<file path="src/rlm_pkg.sv">
// constants for the reference clock lock and data rate measurement block
package rlm_pkg;
   // -------------------------------------------------------------
   // register subaddresses
   // -------------------------------------------------------------
   localparam logic [2:0] ADDR_RATE_HIGH   = 3'h0;
   localparam logic [2:0] ADDR_RATE_MID    = 3'h1;
   localparam logic [2:0] ADDR_RATE_LOW    = 3'h2;
   localparam logic [2:0] ADDR_STATUS      = 3'h3;
   localparam logic [2:0] ADDR_MODE_CTRL   = 3'h4;
   localparam logic [2:0] ADDR_RESTART     = 3'h5;
   localparam logic [2:0] ADDR_OPTION      = 3'h6;
   // -------------------------------------------------------------
   // field positions
   // -------------------------------------------------------------
   localparam int MODE_REF_LOCK_BIT   = 0;
   localparam int MODE_MEAS_EN_BIT    = 1;
   localparam int MODE_RATIO_LSB      = 2;
   localparam int MODE_RANGE_LSB      = 6;
   localparam int RST_MEAS_BIT        = 3;
   localparam int RST_ACQ_BIT         = 5;
   localparam int OPT_LOS_POL_BIT     = 2;
   localparam int STAT_LOL_BIT        = 0;
   localparam int STAT_DONE_BIT       = 2;
   // -------------------------------------------------------------
   // reset values and counts
   // -------------------------------------------------------------
   localparam logic [7:0] MODE_CTRL_RST   = 8'h00;
   localparam logic [7:0] RESTART_RST     = 8'h00;
   localparam logic [7:0] OPTION_RST      = 8'h00;
   localparam int         RESULT_W        = 23;
   localparam int         WIN_BASE_EXP    = 14;
   localparam int         WIN_CNT_W       = 18;
   localparam int         PPM_W           = 12;
   localparam logic [11:0] LOCK_PPM       = 12'h0FA;  // 250 ppm
   localparam logic [11:0] UNLOCK_PPM     = 12'h3E8;  // 1000 ppm
   // measurement sequencer states
   typedef enum logic [1:0] {MS_IDLE, MS_RUN, MS_DONE} rlm_meas_state_t;
endpackage : rlm_pkg

</file>
<file path="src/rlm_core.sv">
// lock detector, mode control and fine data rate measurement
module rlm_core #(
   parameter int RESULT_W = rlm_pkg::RESULT_W
) (
   input  wire logic        core_clk_in,
   input  wire logic        rst_b_in,
   input  wire logic        reg_wr_in,
   input  wire logic        reg_rd_in,
   input  wire logic [2:0]  reg_addr_in,
   input  wire logic [7:0]  reg_wdata_in,
   output logic      [7:0]  reg_rdata_out,
   output logic             reg_ack_out,
   input  wire logic        los_detect_in,
   input  wire logic        reference_clock_input_in,
   input  wire logic        data_rate_tick_in,
   input  wire logic [11:0] rate_count_result_err_ppm_in,
   output logic             signal_loss_output_out,
   output logic             lock_loss_indication_out,
   output logic             acq_restart_out,
   output logic             ref_lock_cmd_out,
   output logic             ref_lock_mode_out,
   output logic      [1:0]  ref_div_exp_out,
   output logic      [3:0]  data_div_exp_out,
   output logic             rate_valid_out
);
   // -------------------------------------------------------------
   // elaboration checks
   // -------------------------------------------------------------
   // the readback bytes carry exactly 23 result bits
   if (RESULT_W != rlm_pkg::RESULT_W)
   begin : g_bad_width
      $error("result width must be 23");
   end

   // -------------------------------------------------------------
   // helpers
   // -------------------------------------------------------------
   // last reference edge index of a window of 2^(14+range)
   function automatic logic [rlm_pkg::WIN_CNT_W-1:0] rlm_win_last(input logic [1:0] range);
      logic [rlm_pkg::WIN_CNT_W-1:0] one;
      one = {{(rlm_pkg::WIN_CNT_W-1){1'b0}}, 1'b1};
      return (one << (rlm_pkg::WIN_BASE_EXP + int'(range))) - one;
   endfunction : rlm_win_last

   // -------------------------------------------------------------
   // input synchronisers
   // -------------------------------------------------------------
   logic [2:0] los_sync_ff;
   logic [2:0] ref_sync_ff;
   logic [2:0] dat_sync_ff;
   logic       los_lvl_ff;
   logic       ref_lvl_ff;
   logic       dat_lvl_ff;

   // three stages; a level is taken only once stages two and three agree
   always_ff @(posedge core_clk_in)
   begin
      if (!rst_b_in)
      begin
         los_sync_ff <= 3'h0;
         ref_sync_ff <= 3'h0;
         dat_sync_ff <= 3'h0;
      end
      else
      begin
         los_sync_ff <= {los_sync_ff[1:0], los_detect_in};
         ref_sync_ff <= {ref_sync_ff[1:0], reference_clock_input_in};
         dat_sync_ff <= {dat_sync_ff[1:0], data_rate_tick_in};
      end
   end

   wire los_agree = los_sync_ff[1] == los_sync_ff[2];
   wire ref_agree = ref_sync_ff[1] == ref_sync_ff[2];
   wire dat_agree = dat_sync_ff[1] == dat_sync_ff[2];

   // filtered levels
   always_ff @(posedge core_clk_in)
   begin
      if (!rst_b_in)
      begin
         los_lvl_ff <= 1'b0;
         ref_lvl_ff <= 1'b0;
         dat_lvl_ff <= 1'b0;
      end
      else
      begin
         if (los_agree) los_lvl_ff <= los_sync_ff[2];
         if (ref_agree) ref_lvl_ff <= ref_sync_ff[2];
         if (dat_agree) dat_lvl_ff <= dat_sync_ff[2];
      end
   end

   // rising edges; the inputs are prescaled ticks, well under half the core rate
   wire ref_edge = ref_agree && ref_sync_ff[2] && !ref_lvl_ff;
   wire dat_edge = dat_agree && dat_sync_ff[2] && !dat_lvl_ff;

   // -------------------------------------------------------------
   // control registers
   // -------------------------------------------------------------
   logic [7:0] mode_ctrl_ff;
   logic [7:0] restart_ff;
   logic [7:0] option_ff;
   logic [7:0] mode_prev_ff;
   logic [7:0] restart_prev_ff;

   wire wr_mode    = reg_wr_in && (reg_addr_in == rlm_pkg::ADDR_MODE_CTRL);
   wire wr_restart = reg_wr_in && (reg_addr_in == rlm_pkg::ADDR_RESTART);
   wire wr_option  = reg_wr_in && (reg_addr_in == rlm_pkg::ADDR_OPTION);

   // software writes; other writes never touch the mode fields
   always_ff @(posedge core_clk_in)
   begin
      if (!rst_b_in)
      begin
         mode_ctrl_ff    <= rlm_pkg::MODE_CTRL_RST;
         restart_ff      <= rlm_pkg::RESTART_RST;
         option_ff       <= rlm_pkg::OPTION_RST;
         mode_prev_ff    <= rlm_pkg::MODE_CTRL_RST;
         restart_prev_ff <= rlm_pkg::RESTART_RST;
      end
      else
      begin
         if (wr_mode)    mode_ctrl_ff <= reg_wdata_in;
         if (wr_restart) restart_ff   <= reg_wdata_in;
         if (wr_option)  option_ff    <= reg_wdata_in;
         mode_prev_ff    <= mode_ctrl_ff;
         restart_prev_ff <= restart_ff;
      end
   end

   wire       ref_lock_en = mode_ctrl_ff[rlm_pkg::MODE_REF_LOCK_BIT];
   wire       meas_en     = mode_ctrl_ff[rlm_pkg::MODE_MEAS_EN_BIT];
   wire [1:0] range_sel   = mode_ctrl_ff[rlm_pkg::MODE_RANGE_LSB +: 2];
   wire [3:0] ratio_sel   = mode_ctrl_ff[rlm_pkg::MODE_RATIO_LSB +: 4];
   wire       los_pol     = option_ff[rlm_pkg::OPT_LOS_POL_BIT];

   // restart acts on the 1-to-0 step only
   wire acq_fall  = restart_prev_ff[rlm_pkg::RST_ACQ_BIT] && !restart_ff[rlm_pkg::RST_ACQ_BIT];
   wire meas_fall = restart_prev_ff[rlm_pkg::RST_MEAS_BIT] && !restart_ff[rlm_pkg::RST_MEAS_BIT];
   // lock command on the 0-to-1 step
   wire ref_rise  = ref_lock_en && !mode_prev_ff[rlm_pkg::MODE_REF_LOCK_BIT];

   // -------------------------------------------------------------
   // divider settings for the frequency loop
   // -------------------------------------------------------------
   // divider exponents straight from the mode fields
   // range code maps one octave of reference per step
   assign ref_div_exp_out  = range_sel;
   assign data_div_exp_out = ratio_sel;
   // measurement enable plays no part in selecting the lock source
   assign ref_lock_mode_out = ref_lock_en;

   // -------------------------------------------------------------
   // lock detector
   // -------------------------------------------------------------
   logic lol_ff;
   logic acq_restart_ff;
   logic ref_cmd_ff;

   wire within_lock  = rate_count_result_err_ppm_in <= rlm_pkg::LOCK_PPM;
   wire beyond_lock  = rate_count_result_err_ppm_in >  rlm_pkg::UNLOCK_PPM;
   wire lol_lose     = !lol_ff && beyond_lock;
   wire nxt_lol      = acq_fall || lol_lose || (lol_ff && !within_lock);
   // any lock loss re-enters acquisition; the loop picks reference or data source
   wire nxt_acq_rst  = acq_fall || lol_lose;

   // lock state starts lost so the loop acquires after reset
   always_ff @(posedge core_clk_in)
   begin
      if (!rst_b_in)
      begin
         lol_ff         <= 1'b1;
         acq_restart_ff <= 1'b0;
         ref_cmd_ff     <= 1'b0;
      end
      else
      begin
         lol_ff         <= nxt_lol;
         acq_restart_ff <= nxt_acq_rst;
         ref_cmd_ff     <= ref_rise;
      end
   end

   assign lock_loss_indication_out = lol_ff;
   assign acq_restart_out          = acq_restart_ff;
   assign ref_lock_cmd_out         = ref_cmd_ff;

   // -------------------------------------------------------------
   // signal loss output
   // -------------------------------------------------------------
   logic los_out_ff;

   always_ff @(posedge core_clk_in)
   begin
      if (!rst_b_in)
         los_out_ff <= 1'b0;
      else
         los_out_ff <= los_lvl_ff ^ los_pol;
   end

   assign signal_loss_output_out = los_out_ff;

   // -------------------------------------------------------------
   // data rate measurement
   // -------------------------------------------------------------
   rlm_pkg::rlm_meas_state_t        meas_state_ff;
   rlm_pkg::rlm_meas_state_t        nxt_meas_state;
   logic [rlm_pkg::WIN_CNT_W-1:0]   win_cnt_ff;
   logic [RESULT_W-1:0]             dat_cnt_ff;
   logic [RESULT_W-1:0]             result_ff;

   // at least 2^14 reference edges keeps the ratio inside 100 ppm
   wire win_end   = (meas_state_ff == rlm_pkg::MS_RUN) && ref_edge && (win_cnt_ff == rlm_win_last(range_sel));
   // enable stays set across repeated starts
   wire meas_go   = meas_en && meas_fall;
   wire dat_full  = &dat_cnt_ff;

   // sequencer: a new start always wins over a finishing window
   always_comb
   begin
      nxt_meas_state = meas_state_ff;
      case (meas_state_ff)
         rlm_pkg::MS_IDLE: if (meas_go) nxt_meas_state = rlm_pkg::MS_RUN;
         rlm_pkg::MS_RUN:  if (!meas_en) nxt_meas_state = rlm_pkg::MS_IDLE;
                           else if (meas_go) nxt_meas_state = rlm_pkg::MS_RUN;
                           else if (win_end) nxt_meas_state = rlm_pkg::MS_DONE;
         rlm_pkg::MS_DONE: if (meas_go) nxt_meas_state = rlm_pkg::MS_RUN;
         default:          nxt_meas_state = rlm_pkg::MS_IDLE;
      endcase
   end

   // count data ticks over the reference window, then latch
   always_ff @(posedge core_clk_in)
   begin
      if (!rst_b_in)
      begin
         meas_state_ff <= rlm_pkg::MS_IDLE;
         win_cnt_ff    <= '0;
         dat_cnt_ff    <= '0;
         result_ff     <= '0;
      end
      else
      begin
         meas_state_ff <= nxt_meas_state;
         if (meas_go)
         begin
            win_cnt_ff <= '0;
            dat_cnt_ff <= '0;
         end
         else if (meas_state_ff == rlm_pkg::MS_RUN)
         begin
            if (ref_edge) win_cnt_ff <= win_cnt_ff + 1'b1;
            // saturate rather than wrap to a small wrong figure
            if (dat_edge && !dat_full) dat_cnt_ff <= dat_cnt_ff + 1'b1;
         end
         // window length gives the 2^(14+range) scale
         if (win_end && !meas_go) result_ff <= dat_cnt_ff;
      end
   end

   // done only after the window closes
   wire meas_done = meas_state_ff == rlm_pkg::MS_DONE;
   // the reading is flagged invalid whenever lock is currently lost, whenever it was taken
   assign rate_valid_out = meas_done && !lol_ff;

   // -------------------------------------------------------------
   // register read port
   // -------------------------------------------------------------
   logic [7:0] rdata_ff;
   logic [7:0] status_word;
   logic [7:0] rd_mux;

   assign status_word = {5'h00, meas_done, 1'b0, lol_ff};
   // result split over three bytes, high byte zero-padded
   assign rd_mux =
      (reg_addr_in == rlm_pkg::ADDR_RATE_HIGH) ? {1'b0, result_ff[22:16]} :
      (reg_addr_in == rlm_pkg::ADDR_RATE_MID)  ? result_ff[15:8]          :
      (reg_addr_in == rlm_pkg::ADDR_RATE_LOW)  ? result_ff[7:0]           :
      (reg_addr_in == rlm_pkg::ADDR_STATUS)    ? status_word              :
      (reg_addr_in == rlm_pkg::ADDR_MODE_CTRL) ? mode_ctrl_ff             :
      (reg_addr_in == rlm_pkg::ADDR_RESTART)   ? restart_ff               :
      (reg_addr_in == rlm_pkg::ADDR_OPTION)    ? option_ff                : 8'h00;
   assign reg_ack_out = (reg_wr_in || reg_rd_in) && (reg_addr_in != 3'h7);

   // read data held until the next read
   always_ff @(posedge core_clk_in)
   begin
      if (!rst_b_in)
         rdata_ff <= 8'h00;
      else if (reg_rd_in)
         rdata_ff <= rd_mux;
   end

   assign reg_rdata_out = rdata_ff;

   // -------------------------------------------------------------
   // assertions
   // -------------------------------------------------------------
   a_los_polarity: assert property (@(posedge core_clk_in) disable iff (!rst_b_in)
      ##1 signal_loss_output_out == ($past(los_lvl_ff) ^ $past(los_pol)))
      else $error("signal loss polarity wrong");
   a_lol_release: assert property (@(posedge core_clk_in) disable iff (!rst_b_in)
      lol_ff && within_lock && !acq_fall |=> !lock_loss_indication_out)
      else $error("lock loss not released within 250 ppm");
   a_lol_reassert: assert property (@(posedge core_clk_in) disable iff (!rst_b_in)
      !lol_ff && beyond_lock |=> lock_loss_indication_out && acq_restart_out)
      else $error("lock loss not raised above 1000 ppm");
   a_acq_restart_keep: assert property (@(posedge core_clk_in) disable iff (!rst_b_in)
      acq_fall && !reg_wr_in |=> acq_restart_out && $stable(mode_ctrl_ff) && $stable(option_ff))
      else $error("acquisition restart missing or modes disturbed");
   a_ref_lock_cmd: assert property (@(posedge core_clk_in) disable iff (!rst_b_in)
      $rose(ref_lock_mode_out) |=> ref_lock_cmd_out ##1 !ref_lock_cmd_out)
      else $error("lock command not a single pulse");
   a_meas_restart_clr: assert property (@(posedge core_clk_in) disable iff (!rst_b_in)
      meas_go |=> !meas_done && meas_state_ff == rlm_pkg::MS_RUN && dat_cnt_ff == '0)
      else $error("measurement restart did not clear done");
   a_window_latch: assert property (@(posedge core_clk_in) disable iff (!rst_b_in)
      win_end && !meas_go && meas_en |=> meas_done && result_ff == $past(dat_cnt_ff))
      else $error("window end did not latch result");
   a_done_held: assert property (@(posedge core_clk_in) disable iff (!rst_b_in)
      meas_done && meas_en && !meas_fall |=> meas_done && $stable(result_ff))
      else $error("done dropped without restart");
   a_high_byte: assert property (@(posedge core_clk_in) disable iff (!rst_b_in)
      reg_rd_in && reg_addr_in == rlm_pkg::ADDR_RATE_HIGH |=> reg_rdata_out == {1'b0, $past(result_ff[22:16])})
      else $error("high result byte wrong");
   a_valid_gate: assert property (@(posedge core_clk_in) disable iff (!rst_b_in)
      lock_loss_indication_out |-> !rate_valid_out)
      else $error("result valid during lock loss");
   a_div_fields: assert property (@(posedge core_clk_in) disable iff (!rst_b_in)
      wr_mode |=> ref_div_exp_out == $past(reg_wdata_in[7:6]) && data_div_exp_out == $past(reg_wdata_in[5:2]))
      else $error("divider exponents not taken from mode write");
   a_cmd_only_rise: assert property (@(posedge core_clk_in) disable iff (!rst_b_in)
      !ref_rise |=> !ref_lock_cmd_out)
      else $error("lock command without a rising mode bit");
   a_acq_only_event: assert property (@(posedge core_clk_in) disable iff (!rst_b_in)
      !acq_fall && !lol_lose |=> !acq_restart_out)
      else $error("acquisition restart without cause");
   a_rdata_hold: assert property (@(posedge core_clk_in) disable iff (!rst_b_in)
      !reg_rd_in |=> $stable(reg_rdata_out))
      else $error("read data changed without a read");

endmodule : rlm_core

</file>
<file path="config.mk">
export PLATFORM = sky130hd
export DESIGN_NAME = rlm_core
export DESIGN_NICKNAME = d
export VERILOG_FILES = /design/src/rlm_pkg.sv /design/src/rlm_core.sv
export SDC_FILE = /design/constraint.sdc
export NUM_CORES = 1
export LEC_CHECK = 0
export BUFFER_PORTS_ARGS = -buffer_cell sky130_fd_sc_hd__buf_4
export CELL_PAD_IN_SITES_DETAIL_PLACEMENT = 1
export CELL_PAD_IN_SITES_GLOBAL_PLACEMENT = 1
export CORE_UTILIZATION = 49
export CTS_CLUSTER_DIAMETER = 150
export CTS_CLUSTER_SIZE = 8
export DETAILED_ROUTE_END_ITERATION = 12
export PLACE_DENSITY = 0.83
export SLEW_MARGIN = 20
export SYNTH_ARGS = -nofsm -noshare
export SYNTH_HDL_FRONTEND = slang
export SYNTH_SLANG_ARGS = --single-unit
</file>
<file path="constraint.sdc">
create_clock -name core_clk_in -period 5.2 [get_ports core_clk_in]
set_input_delay 1.04 -clock core_clk_in [delete_from_list [all_inputs] [get_ports core_clk_in]]
set_output_delay 1.04 -clock core_clk_in [all_outputs]
set_load 0.1 [all_outputs]
</file>
# After elaboration in Yosys (flattened, before gate mapping)
# Index checks and enable logic that the tools add are counted.
# classes
div_mod_pow	0
magnitude_cmp	2
n_eq_ne	15
addsub	4
bitwise_logic	2
n_shift	1
n_mux	12
n_reduce_logical	39
multipliers	0
# op_table
op	count
two-way mux 8 bit	7
adder 23 x 1 -> 23 bit (second input constant)	1
AND reduction 23 bit	1
logical AND 1 bit	19
adder 18 x 1 -> 18 bit (second input constant)	1
equality test 18 bit	1
left shift 1 x 5 -> 18 bit (first input constant)	1
subtractor 18 x 1 -> 18 bit (second input constant)	1
> comparator 12 x 10 -> 1 bit (second input constant)	1
less-or-equal comparator 12 x 8 -> 1 bit (second input constant)	1
equality test 3 bit (second input constant)	3
zero test 1 bit	9
two-way mux 2 bit	4
equality test 3 x 2 -> 1 bit (second input constant)	2
AND reduction 2 bit	3
adder 4 x 2 -> 5 bit (first input constant)	1
!= test 4 bit (second input constant)	1
one-hot mux 2 bit (2 select lines)	1
OR reduction 2 bit	2
equality test 1 bit	3
equality test 3 x 1 -> 1 bit (second input constant)	1
zero test 3 bit	1
logical OR 1 bit	3
!= test 3 bit (second input constant)	1
other kinds (6)	6
# totals
regBits	121
input_bits	30
mem_count	0
wordCells	95
latchBits	0
output_inout_bits	21
romBits	0
ramBits	0

# Longest topological paths before layout
# depth
depth_word	9
mapped_depth	8
ltp_nobuf	6

# Least setup slack after synthesis
# No wires, ideal clock.
# synth_timing
path_type	input to output
startpoint	input port reg_addr_in[0]
endpoint	output port reg_ack_out
arrival_ns	3.092
path_stages	3
path_slack_ns	1.068
t_required_ns	4.160
cell_sequence	buf_2 -> clkbuf_1 -> a31oi_1
# synth_between
elab_chain_cells	2
# synth_rtl
element	line_no	rtl
from (decl)	rlm_core.sv:9	input wire logic [2:0] reg_addr_in,
!= test 3 bit	rlm_core.sv:283	assign reg_ack_out = (reg_wr_in || reg_rd_in) && (reg_addr_in != 3'h7);
logical AND 1 bit	rlm_core.sv:283	
to (decl)	rlm_core.sv:12	output logic reg_ack_out,
# No other way between the ends.

# Worst setup path after layout
# layout_timing
startpoint	input port reg_addr_in[1]
endpoint	output port reg_ack_out
# Same word-level chain as after synthesis.

==> impl_results.md <==
- Peak VDD IR: 242 µV
- Reg clk slew, reported paths: 60 ps
- Post-synth net total: 608
- Max_slew headroom: 34.5%
- Die Y: 106 µm
- Buffers on Ports: 50
- WL final: 13,800 µm
- RSZ-0062 raised after global routing: false
- Ant. Diodes: 0
- Final Skew: 8.17 ps
- Vias in the first global route: 4,470
- Vias/cell: 5.74
- Setup bufs post-CTS: 0
- Row count: 37
- DP Worst Slack: 2300 ps
- Fin Setup TNS: 0 ps
- Chip Width: 106 µm
- Tmin final: 2930 ps
- Required @ worst endpoint: 4160 ps
- First-pass GRT wire length: 22,600 µm
- Cells after Synth: 573
- Setup slack after layout: 2270 ps
- Total CTS buffers: 17
- ANT nets after route: 0
- Layout fillers: 1,195
- Fin. Hold Viols: 0
- Layout cells sized above 1: 15.8%
- GPL Wtd Cong: 0.794
- Final period util: 56.4%
- Cell Area, Synth: 0.00535 mm²
- Power Density: 344 mW/mm²
- Number of synthesized register bits: 117
- Io pins: 51
- Post-CTS Hold Fix Bufs: 0
- Drt pass-1 iters: 6
- Cell area after layout: 0.00627 mm²
- YS warnings: 0
- Post-synth ARST share: 0%
- Commonest non-fill, non-tap cell in the layout: dfxtp_1
- CP Launch Type: input port
- # setup viols final: 0
- Post-DP Area: 0.00571 mm²
- Maximum clock frequency: 341 MHz
- Largest net degree at the start of global routing: 79
- Synth unique cells: 59
- Number of flops mapped to enable cells by yosys: 0
- # H-tree levels: 4
- Clock tree root buffer cell: clkbuf_8
- Max_cap viols: 0
- Sequential share of the synthesized area: 43.8%
- Area grow syn2layout: 17.2%
- Starting density of the core: 51.1%
- Syn Area/Cell: 9.33 µm²
- P_leak: 2.40 nW
- DR DRC count: 0
- CTS-repair resized insts: 0
- Hold/Removal Path Class: reg -> reg
- Main synth FF type: dfxtp_1
- Worst Setup End Kind: primary output
- Outcome: finished clean
- Vias: 4,348
- Worst Tran Pin Value: 980 ps
- # nets final: 644
- Gr usage total: 25.9%
- Clock Path Buffers: 2
- WL per Instance: 18.2 µm
- CTS tree: yes
- Slew Viols, Final: 0
- Crit path DAT: 1890 ps
- GRT overflow: 0
- Full die area: 0.0113 mm²
- Clock Latency Late Sink: 520 ps
- DR iter-0 viols: 139
- Crit-path max FO: 19
- Antenna violations before repair: 0
- Critical path class: in -> out
- Clk sinks: 117
- Core area: 0.0105 mm²
- DP HPWL: 9090 µm
- Most frequent cells in the layout: dfxtp_1 (117), nand2_1 (71), buf_4 (51)
[per-layer routing]
layer	vias to the layer above	global-route usage [%]	routed length, µm
li1	2075	-	-
met1	2141	29.8	6010
met2	106	45.5	6950
met3	26	6.81	566
met4	0	10.5	271
met5	-	0	0
[worst max-delay path: stages]
cell and delay [ps]:
buf_4 220, a31oi_1 290, buf_4 340
[final cells by class]
cell class	count	area, µm²	area share, %
multi-input combinational	416	2790	44.5
sequential	117	2340	37.4
clock buffer	22	453	7.23
timing repair buffer	51	383	6.11
tap	136	170	2.72
clock inverter	10	105	1.68
inverter	6	22.5	0.359
[synthesized netlist by cell type, types with 3 or more instances]
master / instances / area share [%]
nor2b_1: 42 / 4.9
o211ai_1: 8 / 1.1
buf_4: 7 / 0.98
mux2i_1: 49 / 9.2
buf_2: 5 / 0.47
dfxtp_1: 117 / 44
nand4_1: 8 / 0.94
nand2_1: 71 / 5.0
nor3_1: 7 / 0.66
inv_1: 6 / 0.42
xor2_1: 14 / 2.3
nor4_1: 3 / 0.35
a21boi_1: 6 / 0.84
nor2_1: 32 / 2.2
ha_1: 5 / 1.2
and3_1: 5 / 0.59
o21ai_1: 4 / 0.37
clkbuf_1: 17 / 1.2
and2_1: 18 / 2.1
nand3b_1: 6 / 0.84
xnor2_1: 12 / 2.0
a21oi_1: 17 / 1.6
a21boi_0: 11 / 1.5
o31ai_1: 3 / 0.42
buf_6: 4 / 0.84
or3_1: 10 / 1.2
and4_4: 3 / 0.63
o21ai_0: 28 / 2.6
or4_1: 3 / 0.42
and4_1: 5 / 0.82
nand3_1: 14 / 1.3
[final timing paths]
kind                                 startpoint          endpoint  slack [ps]  cells past startpoint
worst min register to register  mode_prev_ff[0]  ref_lock_cmd_out         390                      1
worst max-delay path             reg_addr_in[1]       reg_ack_out        2270                      3
worst max register to register   ref_sync_ff[1]      result_ff[8]        2790                      6
worst min-delay path            mode_prev_ff[0]  ref_lock_cmd_out         390                      1
[power breakdown]
group | leakage [nW] | total, mW | switching, mW | internal, mW
registers | 0.946 | 0.915 | 0.00744 | 0.908
logic | 1.17 | 0.131 | 0.0871 | 0.0435
clock network | 0.274 | 1.11 | 0.410 | 0.701
[state kept, by name, indices dropped and copies added (netlist names), 2 cells and up]
register	flops
meas_state_ff	2
ref_sync_ff	3
restart_prev_ff	2
mode_ctrl_ff	8
win_cnt_ff	18
result_ff	23
dat_sync_ff	3
reg_rdata_out	8
dat_cnt_ff	23
restart_ff	8
los_sync_ff	3
option_ff	8
[logic make-up (layout without fill, tap and decap cells)]
logic type      count (synthesis)  in the layout  synth area share, %
flops                         117            117                 43.8
buf+inv                        40             89                 3.98
simple gates                  240            240                 24.5
mux                            51             51                 10.0
fa+ha+maj                       5              5                 1.17
compound gates                 94             94                 12.3
xor+xnor                       26             26                 4.26
[stage by stage]
step | std cells | power [mW] | hold slack [ps] | utilization (%)
6_report | 758 | 2.16 | 392 | 59.9
5_1_grt | 758 | 2.23 | 412 | 59.9
4_1_cts | 758 | 2.17 | 399 | 59.9
3_5_place_dp | 726 | 1.06 | 391 | 54.6
3_3_place_gp | 726 | 1.06 | 375 | 54.6
2_1_floorplan | 573 | 1.02 | 367 | -
Note: power is estimated with default switching activity, not from simulation.
